[src/mmc_regs.svh]
// register offsets, field positions and reset values
// How it works
// RULE1 - bits 1:0 pick line-frequency phase, reset zero
// RULE2 - bits 4:2 enable peak capture, reset seven
// RULE3 - bit 3 enables phase B peak capture
// RULE4 - peaks load when half-cycle window ends
// RULE5 - voltage and current peaks tracked independently
// RULE6 - bits 7:5 enable peak alerts, reset seven
// RULE7 - all selected alert phases monitored together
// RULE8 - compare samples against voltage/current thresholds
// RULE9 - exceeding threshold sets readable sticky flag
`ifndef MMC_REGS_SVH
`define MMC_REGS_SVH
`define MMC_ADDR_MEAS_CFG   7'h14
`define MMC_ADDR_VOLTAGE_PEAK_VALUE      7'h16
`define MMC_ADDR_CURRENT_PEAK_VALUE      7'h17
`define MMC_ADDR_ALERT      7'h18
`define MMC_ADDR_HCYC       7'h19
`define MMC_ADDR_VTHR       7'h1A
`define MMC_ADDR_ITHR       7'h1B
`define MMC_FREQ_LSB        0
`define MMC_FREQ_MSB        1
`define MMC_PKH_LSB         2
`define MMC_PKH_MSB         4
`define MMC_PKA_LSB         5
`define MMC_PKA_MSB         7
`define MMC_CFG_RESET       8'hFC
`define MMC_HCYC_RESET      16'hFFFF
`define MMC_THR_RESET       8'hFF
`define MMC_FREQ_RESERVED   2'h3
`endif

[src/mmc_pkg.sv]
// types shared by the measurement configuration block
package mmc_pkg;
  typedef logic [1:0] mmc_phase_sel_t;
  typedef logic [2:0] mmc_phase_mask_t;
  typedef logic [23:0] mmc_sample_t;
  typedef enum logic [1:0]
  {
    MMC_ST_IDLE = 2'b01,
    MMC_ST_RUN  = 2'b10
  } mmc_state_t;
endpackage

[src/mmc_meas_config.sv]
// measurement configuration register with peak hold and peak alerts
`timescale 1ns/100ps
`include "mmc_regs.svh"
module mmc_meas_config
(
  input  wire logic                     sys_clk,
  input  wire logic                     srst,
  input  wire logic                     reg_wr,
  input  wire logic                     reg_rd,
  input  wire logic [6:0]               reg_addr,
  input  wire logic [15:0]              reg_wdata,
  output logic [23:0]                   reg_rdata,
  input  wire logic                     sample_valid,
  input  wire mmc_pkg::mmc_sample_t     volt_a,
  input  wire mmc_pkg::mmc_sample_t     volt_b,
  input  wire mmc_pkg::mmc_sample_t     volt_c,
  input  wire mmc_pkg::mmc_sample_t     curr_a,
  input  wire mmc_pkg::mmc_sample_t     curr_b,
  input  wire mmc_pkg::mmc_sample_t     curr_c,
  input  wire logic                     half_cycle_tick,
  output mmc_pkg::mmc_phase_sel_t       line_freq_phase_select,
  output logic                          peak_window_done,
  output logic                          volt_alert,
  output logic                          curr_alert
);
  import mmc_pkg::*;

  logic [7:0]      measurement_config_r;
  logic [15:0]     half_cycle_count_r;
  logic [7:0]      voltage_peak_threshold_r;
  logic [7:0]      current_peak_threshold_r;
  logic [23:0]     voltage_peak_value_r;
  logic [23:0]     current_peak_value_r;
  logic [2:0]      volt_flag_r;
  logic [2:0]      curr_flag_r;
  logic [15:0]     hcyc_cnt_r;
  mmc_state_t      state_r;
  logic [23:0]     voltage_peak_value_run;
  logic [23:0]     current_peak_value_run;
  logic            win_end;
  logic            win_clear;
  mmc_phase_mask_t peak_hold_phase_select;
  mmc_phase_mask_t peak_alert_phase_select;

  function automatic logic over_thr(input logic [23:0] s, input logic [7:0] thr);
    logic [23:0] a;
    a = s[23] ? 24'(-s) : s;
    over_thr = a[23:16] > thr;
  endfunction

  assign line_freq_phase_select = measurement_config_r[`MMC_FREQ_MSB:`MMC_FREQ_LSB]; // RULE1
  assign peak_hold_phase_select = measurement_config_r[`MMC_PKH_MSB:`MMC_PKH_LSB]; // RULE2
  assign peak_alert_phase_select = measurement_config_r[`MMC_PKA_MSB:`MMC_PKA_LSB]; // RULE6

  always_ff @(posedge sys_clk)
  begin
    if (srst)
      measurement_config_r <= `MMC_CFG_RESET; // RULE1
    else if (reg_wr && reg_addr == `MMC_ADDR_MEAS_CFG)
      measurement_config_r <= reg_wdata[7:0];
  end

  always_ff @(posedge sys_clk)
  begin
    if (srst)
    begin
      half_cycle_count_r       <= `MMC_HCYC_RESET;
      voltage_peak_threshold_r <= `MMC_THR_RESET;
      current_peak_threshold_r <= `MMC_THR_RESET;
    end
    else if (reg_wr)
    begin
      if (reg_addr == `MMC_ADDR_HCYC)
        half_cycle_count_r <= reg_wdata;
      if (reg_addr == `MMC_ADDR_VTHR)
        voltage_peak_threshold_r <= reg_wdata[7:0];
      if (reg_addr == `MMC_ADDR_ITHR)
        current_peak_threshold_r <= reg_wdata[7:0];
    end
  end

  // half-cycle window sequencer
  assign win_end = (state_r == MMC_ST_RUN) && half_cycle_tick
                   && (hcyc_cnt_r <= 16'h0001); // RULE4
  assign win_clear = (state_r == MMC_ST_IDLE) || win_end;

  always_ff @(posedge sys_clk)
  begin
    if (srst)
    begin
      state_r    <= MMC_ST_IDLE;
      hcyc_cnt_r <= 16'h0000;
    end
    else
    begin
      case (state_r)
        MMC_ST_IDLE:
        begin
          state_r    <= MMC_ST_RUN;
          hcyc_cnt_r <= half_cycle_count_r;
        end
        MMC_ST_RUN:
        begin
          if (win_end)
            hcyc_cnt_r <= half_cycle_count_r; // RULE4
          else if (half_cycle_tick)
            hcyc_cnt_r <= hcyc_cnt_r - 16'h0001;
        end
        default:
          state_r <= MMC_ST_IDLE;
      endcase
    end
  end

  // voltage and current peaks run separately, over the same enabled phases
  mmc_peak_track u_voltage_peak_value // RULE5
  (
    .sys_clk      (sys_clk),
    .srst         (srst),
    .clear        (win_clear),
    .sample_valid (sample_valid),
    .enable       (peak_hold_phase_select),
    .sample_a     (volt_a),
    .sample_b     (volt_b),
    .sample_c     (volt_c),
    .peak         (voltage_peak_value_run)
  );

  mmc_peak_track u_current_peak_value // RULE5
  (
    .sys_clk      (sys_clk),
    .srst         (srst),
    .clear        (win_clear),
    .sample_valid (sample_valid),
    .enable       (peak_hold_phase_select),
    .sample_a     (curr_a),
    .sample_b     (curr_b),
    .sample_c     (curr_c),
    .peak         (current_peak_value_run)
  );

  always_ff @(posedge sys_clk)
  begin
    if (srst)
    begin
      voltage_peak_value_r <= 24'h000000;
      current_peak_value_r <= 24'h000000;
      peak_window_done     <= 1'b0;
    end
    else
    begin
      peak_window_done <= win_end;
      if (win_end)
      begin
        voltage_peak_value_r <= voltage_peak_value_run; // RULE4
        current_peak_value_r <= current_peak_value_run; // RULE4
      end
    end
  end

  // sticky alert flags; set wins over the read-clear
  logic [2:0] v_hit;
  logic [2:0] i_hit;
  logic       alert_rd;
  always_comb
  begin
    v_hit[0] = over_thr(volt_a, voltage_peak_threshold_r); // RULE8
    v_hit[1] = over_thr(volt_b, voltage_peak_threshold_r);
    v_hit[2] = over_thr(volt_c, voltage_peak_threshold_r);
    i_hit[0] = over_thr(curr_a, current_peak_threshold_r); // RULE8
    i_hit[1] = over_thr(curr_b, current_peak_threshold_r);
    i_hit[2] = over_thr(curr_c, current_peak_threshold_r);
  end
  assign alert_rd = reg_rd && reg_addr == `MMC_ADDR_ALERT;

  always_ff @(posedge sys_clk)
  begin
    if (srst)
    begin
      volt_flag_r <= 3'h0;
      curr_flag_r <= 3'h0;
    end
    else
    begin
      volt_flag_r <= (alert_rd ? 3'h0 : volt_flag_r)
                     | ({3{sample_valid}} & v_hit & peak_alert_phase_select); // RULE7 RULE9
      curr_flag_r <= (alert_rd ? 3'h0 : curr_flag_r)
                     | ({3{sample_valid}} & i_hit & peak_alert_phase_select); // RULE7 RULE9
    end
  end

  always_ff @(posedge sys_clk)
  begin
    if (srst)
    begin
      volt_alert <= 1'b0;
      curr_alert <= 1'b0;
    end
    else
    begin
      volt_alert <= |volt_flag_r; // RULE9
      curr_alert <= |curr_flag_r;
    end
  end

  always_ff @(posedge sys_clk)
  begin
    if (srst)
      reg_rdata <= 24'h000000;
    else if (reg_rd)
    begin
      case (reg_addr)
        `MMC_ADDR_MEAS_CFG: reg_rdata <= {16'h0000, measurement_config_r};
        `MMC_ADDR_VOLTAGE_PEAK_VALUE:    reg_rdata <= voltage_peak_value_r;
        `MMC_ADDR_CURRENT_PEAK_VALUE:    reg_rdata <= current_peak_value_r;
        `MMC_ADDR_ALERT:    reg_rdata <= {18'h00000, curr_flag_r, volt_flag_r};
        `MMC_ADDR_HCYC:     reg_rdata <= {8'h00, half_cycle_count_r};
        `MMC_ADDR_VTHR:     reg_rdata <= {16'h0000, voltage_peak_threshold_r};
        `MMC_ADDR_ITHR:     reg_rdata <= {16'h0000, current_peak_threshold_r};
        default:            reg_rdata <= 24'h000000;
      endcase
    end
  end
endmodule

[src/mmc_peak_track.sv]
// per-quantity peak tracker across the enabled phases
`timescale 1ns/100ps
`include "mmc_regs.svh"
module mmc_peak_track
(
  input  wire logic                     sys_clk,
  input  wire logic                     srst,
  input  wire logic                     clear,
  input  wire logic                     sample_valid,
  input  wire mmc_pkg::mmc_phase_mask_t enable,
  input  wire mmc_pkg::mmc_sample_t     sample_a,
  input  wire mmc_pkg::mmc_sample_t     sample_b,
  input  wire mmc_pkg::mmc_sample_t     sample_c,
  output logic [23:0]                   peak
);
  import mmc_pkg::*;

  function automatic logic [23:0] absval(input logic [23:0] v);
    absval = v[23] ? 24'(-v) : v;
  endfunction

  logic [23:0] best;
  always_comb
  begin
    best = clear ? 24'h000000 : peak;
    if (enable[0] && absval(sample_a) > best)
      best = absval(sample_a);
    if (enable[1] && absval(sample_b) > best) // RULE3
      best = absval(sample_b);
    if (enable[2] && absval(sample_c) > best)
      best = absval(sample_c);
  end

  always_ff @(posedge sys_clk)
  begin
    if (srst)
      peak <= 24'h000000;
    else if (sample_valid)
      peak <= best;
    else if (clear)
      peak <= 24'h000000;
  end
endmodule

[config.mk]
export PLATFORM = sky130hd
export DESIGN_NAME = mmc_meas_config
export DESIGN_NICKNAME = d
export VERILOG_FILES = /design/src/mmc_pkg.sv /design/src/mmc_meas_config.sv /design/src/mmc_peak_track.sv
export VERILOG_INCLUDE_DIRS = /design/src
export SDC_FILE = /design/constraint.sdc
export NUM_CORES = 1
export LEC_CHECK = 0
export BUFFER_PORTS_ARGS = -buffer_cell sky130_fd_sc_hd__buf_2
export CELL_PAD_IN_SITES_DETAIL_PLACEMENT = 1
export CELL_PAD_IN_SITES_GLOBAL_PLACEMENT = 1
export CORE_MARGIN = 2
export CORE_UTILIZATION = 40
export DETAILED_ROUTE_END_ITERATION = 10
export GPL_TIMING_DRIVEN = 0
export HOLD_SLACK_MARGIN = 0.08
export PLACE_DENSITY_LB_ADDON = 0.1
export SETUP_SLACK_MARGIN = 0.4
export SYNTH_ARGS = -nofsm -noshare
export SYNTH_HDL_FRONTEND = slang
export SYNTH_SLANG_ARGS = --single-unit
[constraint.sdc]
create_clock -name sys_clk -period 9.87 [get_ports sys_clk]
set_clock_uncertainty 0.15 [all_clocks]
set_input_delay 1.974 -clock sys_clk [delete_from_list [all_inputs] [get_ports sys_clk]]
set_output_delay 1.974 -clock sys_clk [all_outputs]
set_load 0.01 [all_outputs]
==> run_summary.xml <==
<?xml version="1.0" encoding="UTF-8"?>
<metrics>
  <group name="status">
    <metric name="run_status" unit="">finished with violations</metric>
    <metric name="failed_checks" unit="">capacitance limit, slew limit</metric>
  </group>
  <group name="final_layout">
    <metric name="register_area" unit="mm²">0.00374</metric>
    <metric name="layout-drive-gt1-share" unit="">0.238</metric>
    <metric name="area_growth_syn_to_layout" unit="%">31.5</metric>
    <metric name="final.fill_count" unit="">4978</metric>
    <metric name="multi_input_comb_area" unit="mm²">0.0136</metric>
    <metric name="fin_nets" unit="">2913</metric>
  </group>
  <group name="pwr">
    <metric name="vdd_ir_drop_max" unit="mV">0.121</metric>
    <metric name="power.switching" unit="µW">2280</metric>
    <metric name="sequential_share_of_power" unit="">0.185</metric>
    <metric name="p_sw_frac" unit="">0.454</metric>
    <metric name="power-per-cell-area" unit="mW/mm²">231</metric>
    <metric name="p_clk_frac" unit="">0.147</metric>
    <metric name="leakagePower" unit="µW">0.00897</metric>
    <metric name="cellInternalPower" unit="µW">2740</metric>
    <metric name="totalPowerFinal" unit="µW">5020</metric>
    <metric name="fraction_of_power_consumed_by_combinational_cells" unit="">0.668</metric>
  </group>
  <group name="clock_network">
    <metric name="cts_sinks" unit="">187</metric>
    <metric name="clk_root_buffer_cell" unit="">clkbuf_16</metric>
    <metric name="htree_levels" unit="">4</metric>
    <metric name="path_clk_slew" unit="ns">0.07</metric>
    <metric name="cts_max_path_buffers" unit="">2</metric>
    <metric name="tritoncts" unit="">done</metric>
    <metric name="worst_skew_pair.late_latency" unit="ns">0.46</metric>
    <metric name="cts_buffers" unit="">17</metric>
  </group>
  <group name="floorplanning">
    <metric name="start_util" unit="">0.405</metric>
    <metric name="die_x" unit="µm">207</metric>
    <metric name="coreArea" unit="mm²">0.0408</metric>
    <metric name="num_io_pins" unit="">202</metric>
    <metric name="dieArea" unit="mm²">0.0430</metric>
    <metric name="fp.dieH" unit="µm">207</metric>
    <metric name="placementRows" unit="">74</metric>
  </group>
  <group name="grt">
    <metric name="first_global_vias" unit="">18700</metric>
    <metric name="grt_use_total" unit="">0.336</metric>
    <metric name="grt_first_pass_wirelength" unit="µm">113000</metric>
    <metric name="gr-total-overflow" unit="">0</metric>
    <metric name="number_of_antenna_violations_at_the_first_check_in_global_routing" unit="">2</metric>
    <metric name="grt_max_degree" unit="">18</metric>
  </group>
  <group name="logic_synthesis">
    <metric name="synth_compound_gate_area_share" unit="">0.260</metric>
    <metric name="synth.cell_area" unit="mm²">0.0165</metric>
    <metric name="synth-warning-count" unit="">0</metric>
    <metric name="synth_xor_area_frac" unit="">0.0662</metric>
    <metric name="share_of_cell_area_taken_by_muxes_after_synthesis" unit="">0.0201</metric>
    <metric name="synthMostInstantiatedCell" unit="">nand2_1</metric>
    <metric name="synthCells" unit="">2209</metric>
    <metric name="dominantRegCellSynth" unit="">dfxtp_1</metric>
    <metric name="synth_cell_type_count" unit="">85</metric>
    <metric name="post_synth_net_total" unit="">2582</metric>
    <metric name="post_synth_most_frequent_cells" unit="">337 x nand2_1, 200 x ha_1, 197 x a21oi_1</metric>
    <metric name="synth_simple_gate_area_frac" unit="">0.230</metric>
    <metric name="sequential_to_total_area_share_from_yosys_stat" unit="">0.226</metric>
    <metric name="yosys.area_share.adder" unit="">0.151</metric>
    <metric name="dominant_combinational_cell_family_by_area_after_synthesis" unit="">compound AO/OA/AOI/OAI gates</metric>
    <metric name="synth.avg_cell_area" unit="µm²">7.49</metric>
    <metric name="post-synth-top-area-fraction" unit="">0.226</metric>
    <metric name="yosys.area.top_type" unit="">dfxtp_1</metric>
    <metric name="synth-seq-cells" unit="">187</metric>
    <metric name="ys_async_sr_fraction" unit="">0</metric>
    <metric name="synth-edff-count" unit="">0</metric>
    <metric name="ys_top_cells_by_area" unit="">dfxtp_1 23%, ha_1 15%, nand2_1 7.6%, a21oi_1 6.0%, xnor2_1 5.2%</metric>
  </group>
  <group name="timing">
    <metric name="finalCritPeriodShare" unit="">0.986</metric>
    <metric name="setup_tns_after_final_layout" unit="ns">0</metric>
    <metric name="timing.final.ws_setup" unit="ns">0.143</metric>
    <metric name="setup_repair_after_global_routing_missed_its_margin" unit="">yes</metric>
    <metric name="finalCriticalPeriod" unit="ns">9.73</metric>
    <metric name="report.final.setup_viol" unit="">0</metric>
    <metric name="hold_slack" unit="ns">0.313</metric>
    <metric name="worst_slew_margin_rel" unit="">-0.00875</metric>
    <metric name="worst_slew_pin_slew" unit="ns">1.50</metric>
    <metric name="clock.fmax" unit="MHz">103</metric>
    <metric name="report.final.hold_viol_count" unit="">0</metric>
    <metric name="slew_violations" unit="">1</metric>
  </group>
  <group name="route">
    <metric name="drt_iter0_drc" unit="">1635</metric>
    <metric name="via_count" unit="">19400</metric>
    <metric name="final_antenna_net_count" unit="">0</metric>
    <metric name="first_pass_iters" unit="">6</metric>
    <metric name="routed_wire_length_per_instance" unit="µm">25.7</metric>
    <metric name="vias_per_cell" unit="">6.27</metric>
    <metric name="drcViolationCount" unit="">0</metric>
    <metric name="detail_route.wirelength" unit="µm">79400</metric>
  </group>
  <group name="setup_path">
    <metric name="startpoint_type" unit="">input pin</metric>
    <metric name="cp_slowest_stage_delay" unit="ns">0.54</metric>
    <metric name="worst_r2r_path_depth" unit="">33</metric>
    <metric name="path_max_fanout" unit="">8</metric>
    <metric name="cp_slowest_cell" unit="">or4_4</metric>
    <metric name="crit_arrival" unit="ns">9.91</metric>
    <metric name="worst_setup_path_startpoint" unit="">curr_a[17]</metric>
    <metric name="worstSetupPathType" unit="">in -&gt; reg</metric>
    <metric name="setup.worst_path.end" unit="">u_current_peak_value.peak[12]</metric>
    <metric name="cp.required" unit="ns">10.05</metric>
    <metric name="regToRegEndpoint" unit="">u_voltage_peak_value.peak[17]</metric>
    <metric name="crit_path_end_kind" unit="">flop</metric>
    <metric name="critical_path.reg2reg.startpoint" unit="">hcyc_cnt_r[9]</metric>
    <metric name="r2r_setup_slack" unit="ns">1.08</metric>
  </group>
  <group name="min_path">
    <metric name="hold_start" unit="">current_peak_value_r[21]</metric>
    <metric name="holdCritPathClass" unit="">reg -&gt; reg</metric>
  </group>
  <group name="placement">
    <metric name="gp_congestion" unit="">0.981</metric>
    <metric name="io_buffer_count" unit="">198</metric>
    <metric name="place_ws" unit="ns">-3.17</metric>
    <metric name="dpl.hpwl" unit="µm">61000</metric>
  </group>
  <group name="job">
    <metric name="maxCapViolations" unit="">1</metric>
  </group>
</metrics>
==> cell families (layout without fill, tap and decap cells) <==
kind of cell	count (synthesis)	count (layout)
other cells	0	1
fa+ha+maj	200	200
mux	33	33
simple gates	812	813
compound gates	656	656
buf+inv	196	539
flops	187	187
xor+xnor	125	125
==> routing by layer <==
metal / up-vias / track usage / part of all wire
met1: 9532 / 0.473 / 0.44
li1: 8786 / - / -
met3: 188 / 0.0436 / 0.073
met2: 849 / 0.537 / 0.45
met5: - / 0 / 0
met4: 0 / 0.0970 / 0.040
==> worst max-delay path: cells and delay by family <==
family	cells	cell delay [ns]
compound gates	15	3.38
fa+ha+maj	3	0.83
xor+xnor	1	0.28
mux	1	0.22
simple gates	6	1.70
buf+inv	10	1.48
==> state kept, by name, summed over array words and instances, names as in the netlist, 3 cells and up <==
name and flops:
current_peak_value_r 24, reg_rdata 24, u_current_peak_value.peak 24, u_voltage_peak_value.peak 24, voltage_peak_value_r 24, half_cycle_count_r 16, hcyc_cnt_r 16, current_peak_threshold_r 8
measurement_config_r 8, voltage_peak_threshold_r 8, curr_flag_r 3, volt_flag_r 3
==> stage by stage <==
stage | utilization | cell area, µm² | instances
after floorplan | - | 16600 | 2209
after global routing | 0.533 | 21800 | 3086
after detailed placement | 0.447 | 18300 | 2939
after CTS | 0.489 | 20000 | 3013
after global placement | 0.447 | 18300 | 2939
final | 0.533 | 21800 | 3086
==> area by class of cell <==
type	instances	share of cell area
clock buffers	18	0.0197
plain buffers	110	0.0350
well taps	532	0.0306
flip-flops and latches	187	0.172
repair buffers	311	0.0953
inverters	86	0.0148
multi-input cells	1827	0.624
diodes	1	0.000115
clock inverters	14	0.00845
==> how the worst min path moves through the flow <==
stage / end / depth (start not counted) / slack (ns)
global placement: voltage_peak_value_r[20] / 2 / 0.29
detailed placement: voltage_peak_value_r[23] / 2 / 0.30
CTS: voltage_peak_value_r[23] / 2 / 0.31
global route: voltage_peak_value_r[20] / 2 / 0.33
finish: current_peak_value_r[21] / 2 / 0.31
floorplan: current_peak_value_r[15] / 2 / 0.28
==> power by group through the flow <==
stage	registers, µW	logic [µW]	clock network, µW
after floorplan	887	1360	0
after global placement	936	1930	0
after detailed placement	937	2020	0
after CTS	921	2370	737
after global routing	933	3520	771
final	931	3350	738
==> cell usage in the layout (no fill, tap or decap), types with 13 or more instances in the layout <==
| cell | count |
|---|---|
| nand2_1 | 328 |
| buf_2 | 193 |
| dfxtp_1 | 187 |
| ha_1 | 186 |
| a21oi_1 | 184 |
| nor2_1 | 172 |
| buf_4 | 97 |
| xnor2_1 | 96 |
| o21ai_0 | 93 |
| inv_1 | 83 |
| clkbuf_1 | 71 |
| nand4_1 | 48 |
| nand3_1 | 46 |
| o31ai_1 | 30 |
| nor3_1 | 28 |
| o211ai_1 | 27 |
| xor2_1 | 25 |
| nand2b_1 | 24 |
| a21o_1 | 24 |
| a22oi_1 | 24 |
| clkbuf_16 | 24 |
| o21a_1 | 20 |
| mux2i_1 | 20 |
| buf_6 | 19 |
| o41ai_1 | 19 |
| or2_2 | 19 |
| nor2b_1 | 18 |
| buf_8 | 17 |
| and2_1 | 16 |
| or4_1 | 15 |
| o21ai_2 | 15 |
| o22ai_1 | 14 |
| ha_4 | 13 |
==> timing repair <==
action / in CTS / in global routing
hold buffers: 0 / 0
setup buffers: 42 / 64
gates cloned: 0 / 8
endpoints found under the setup margin: 48 / 48
pin swaps: 37 / 98
resized for setup: 171 / 255
Note: power is estimated with default switching activity, not from simulation.
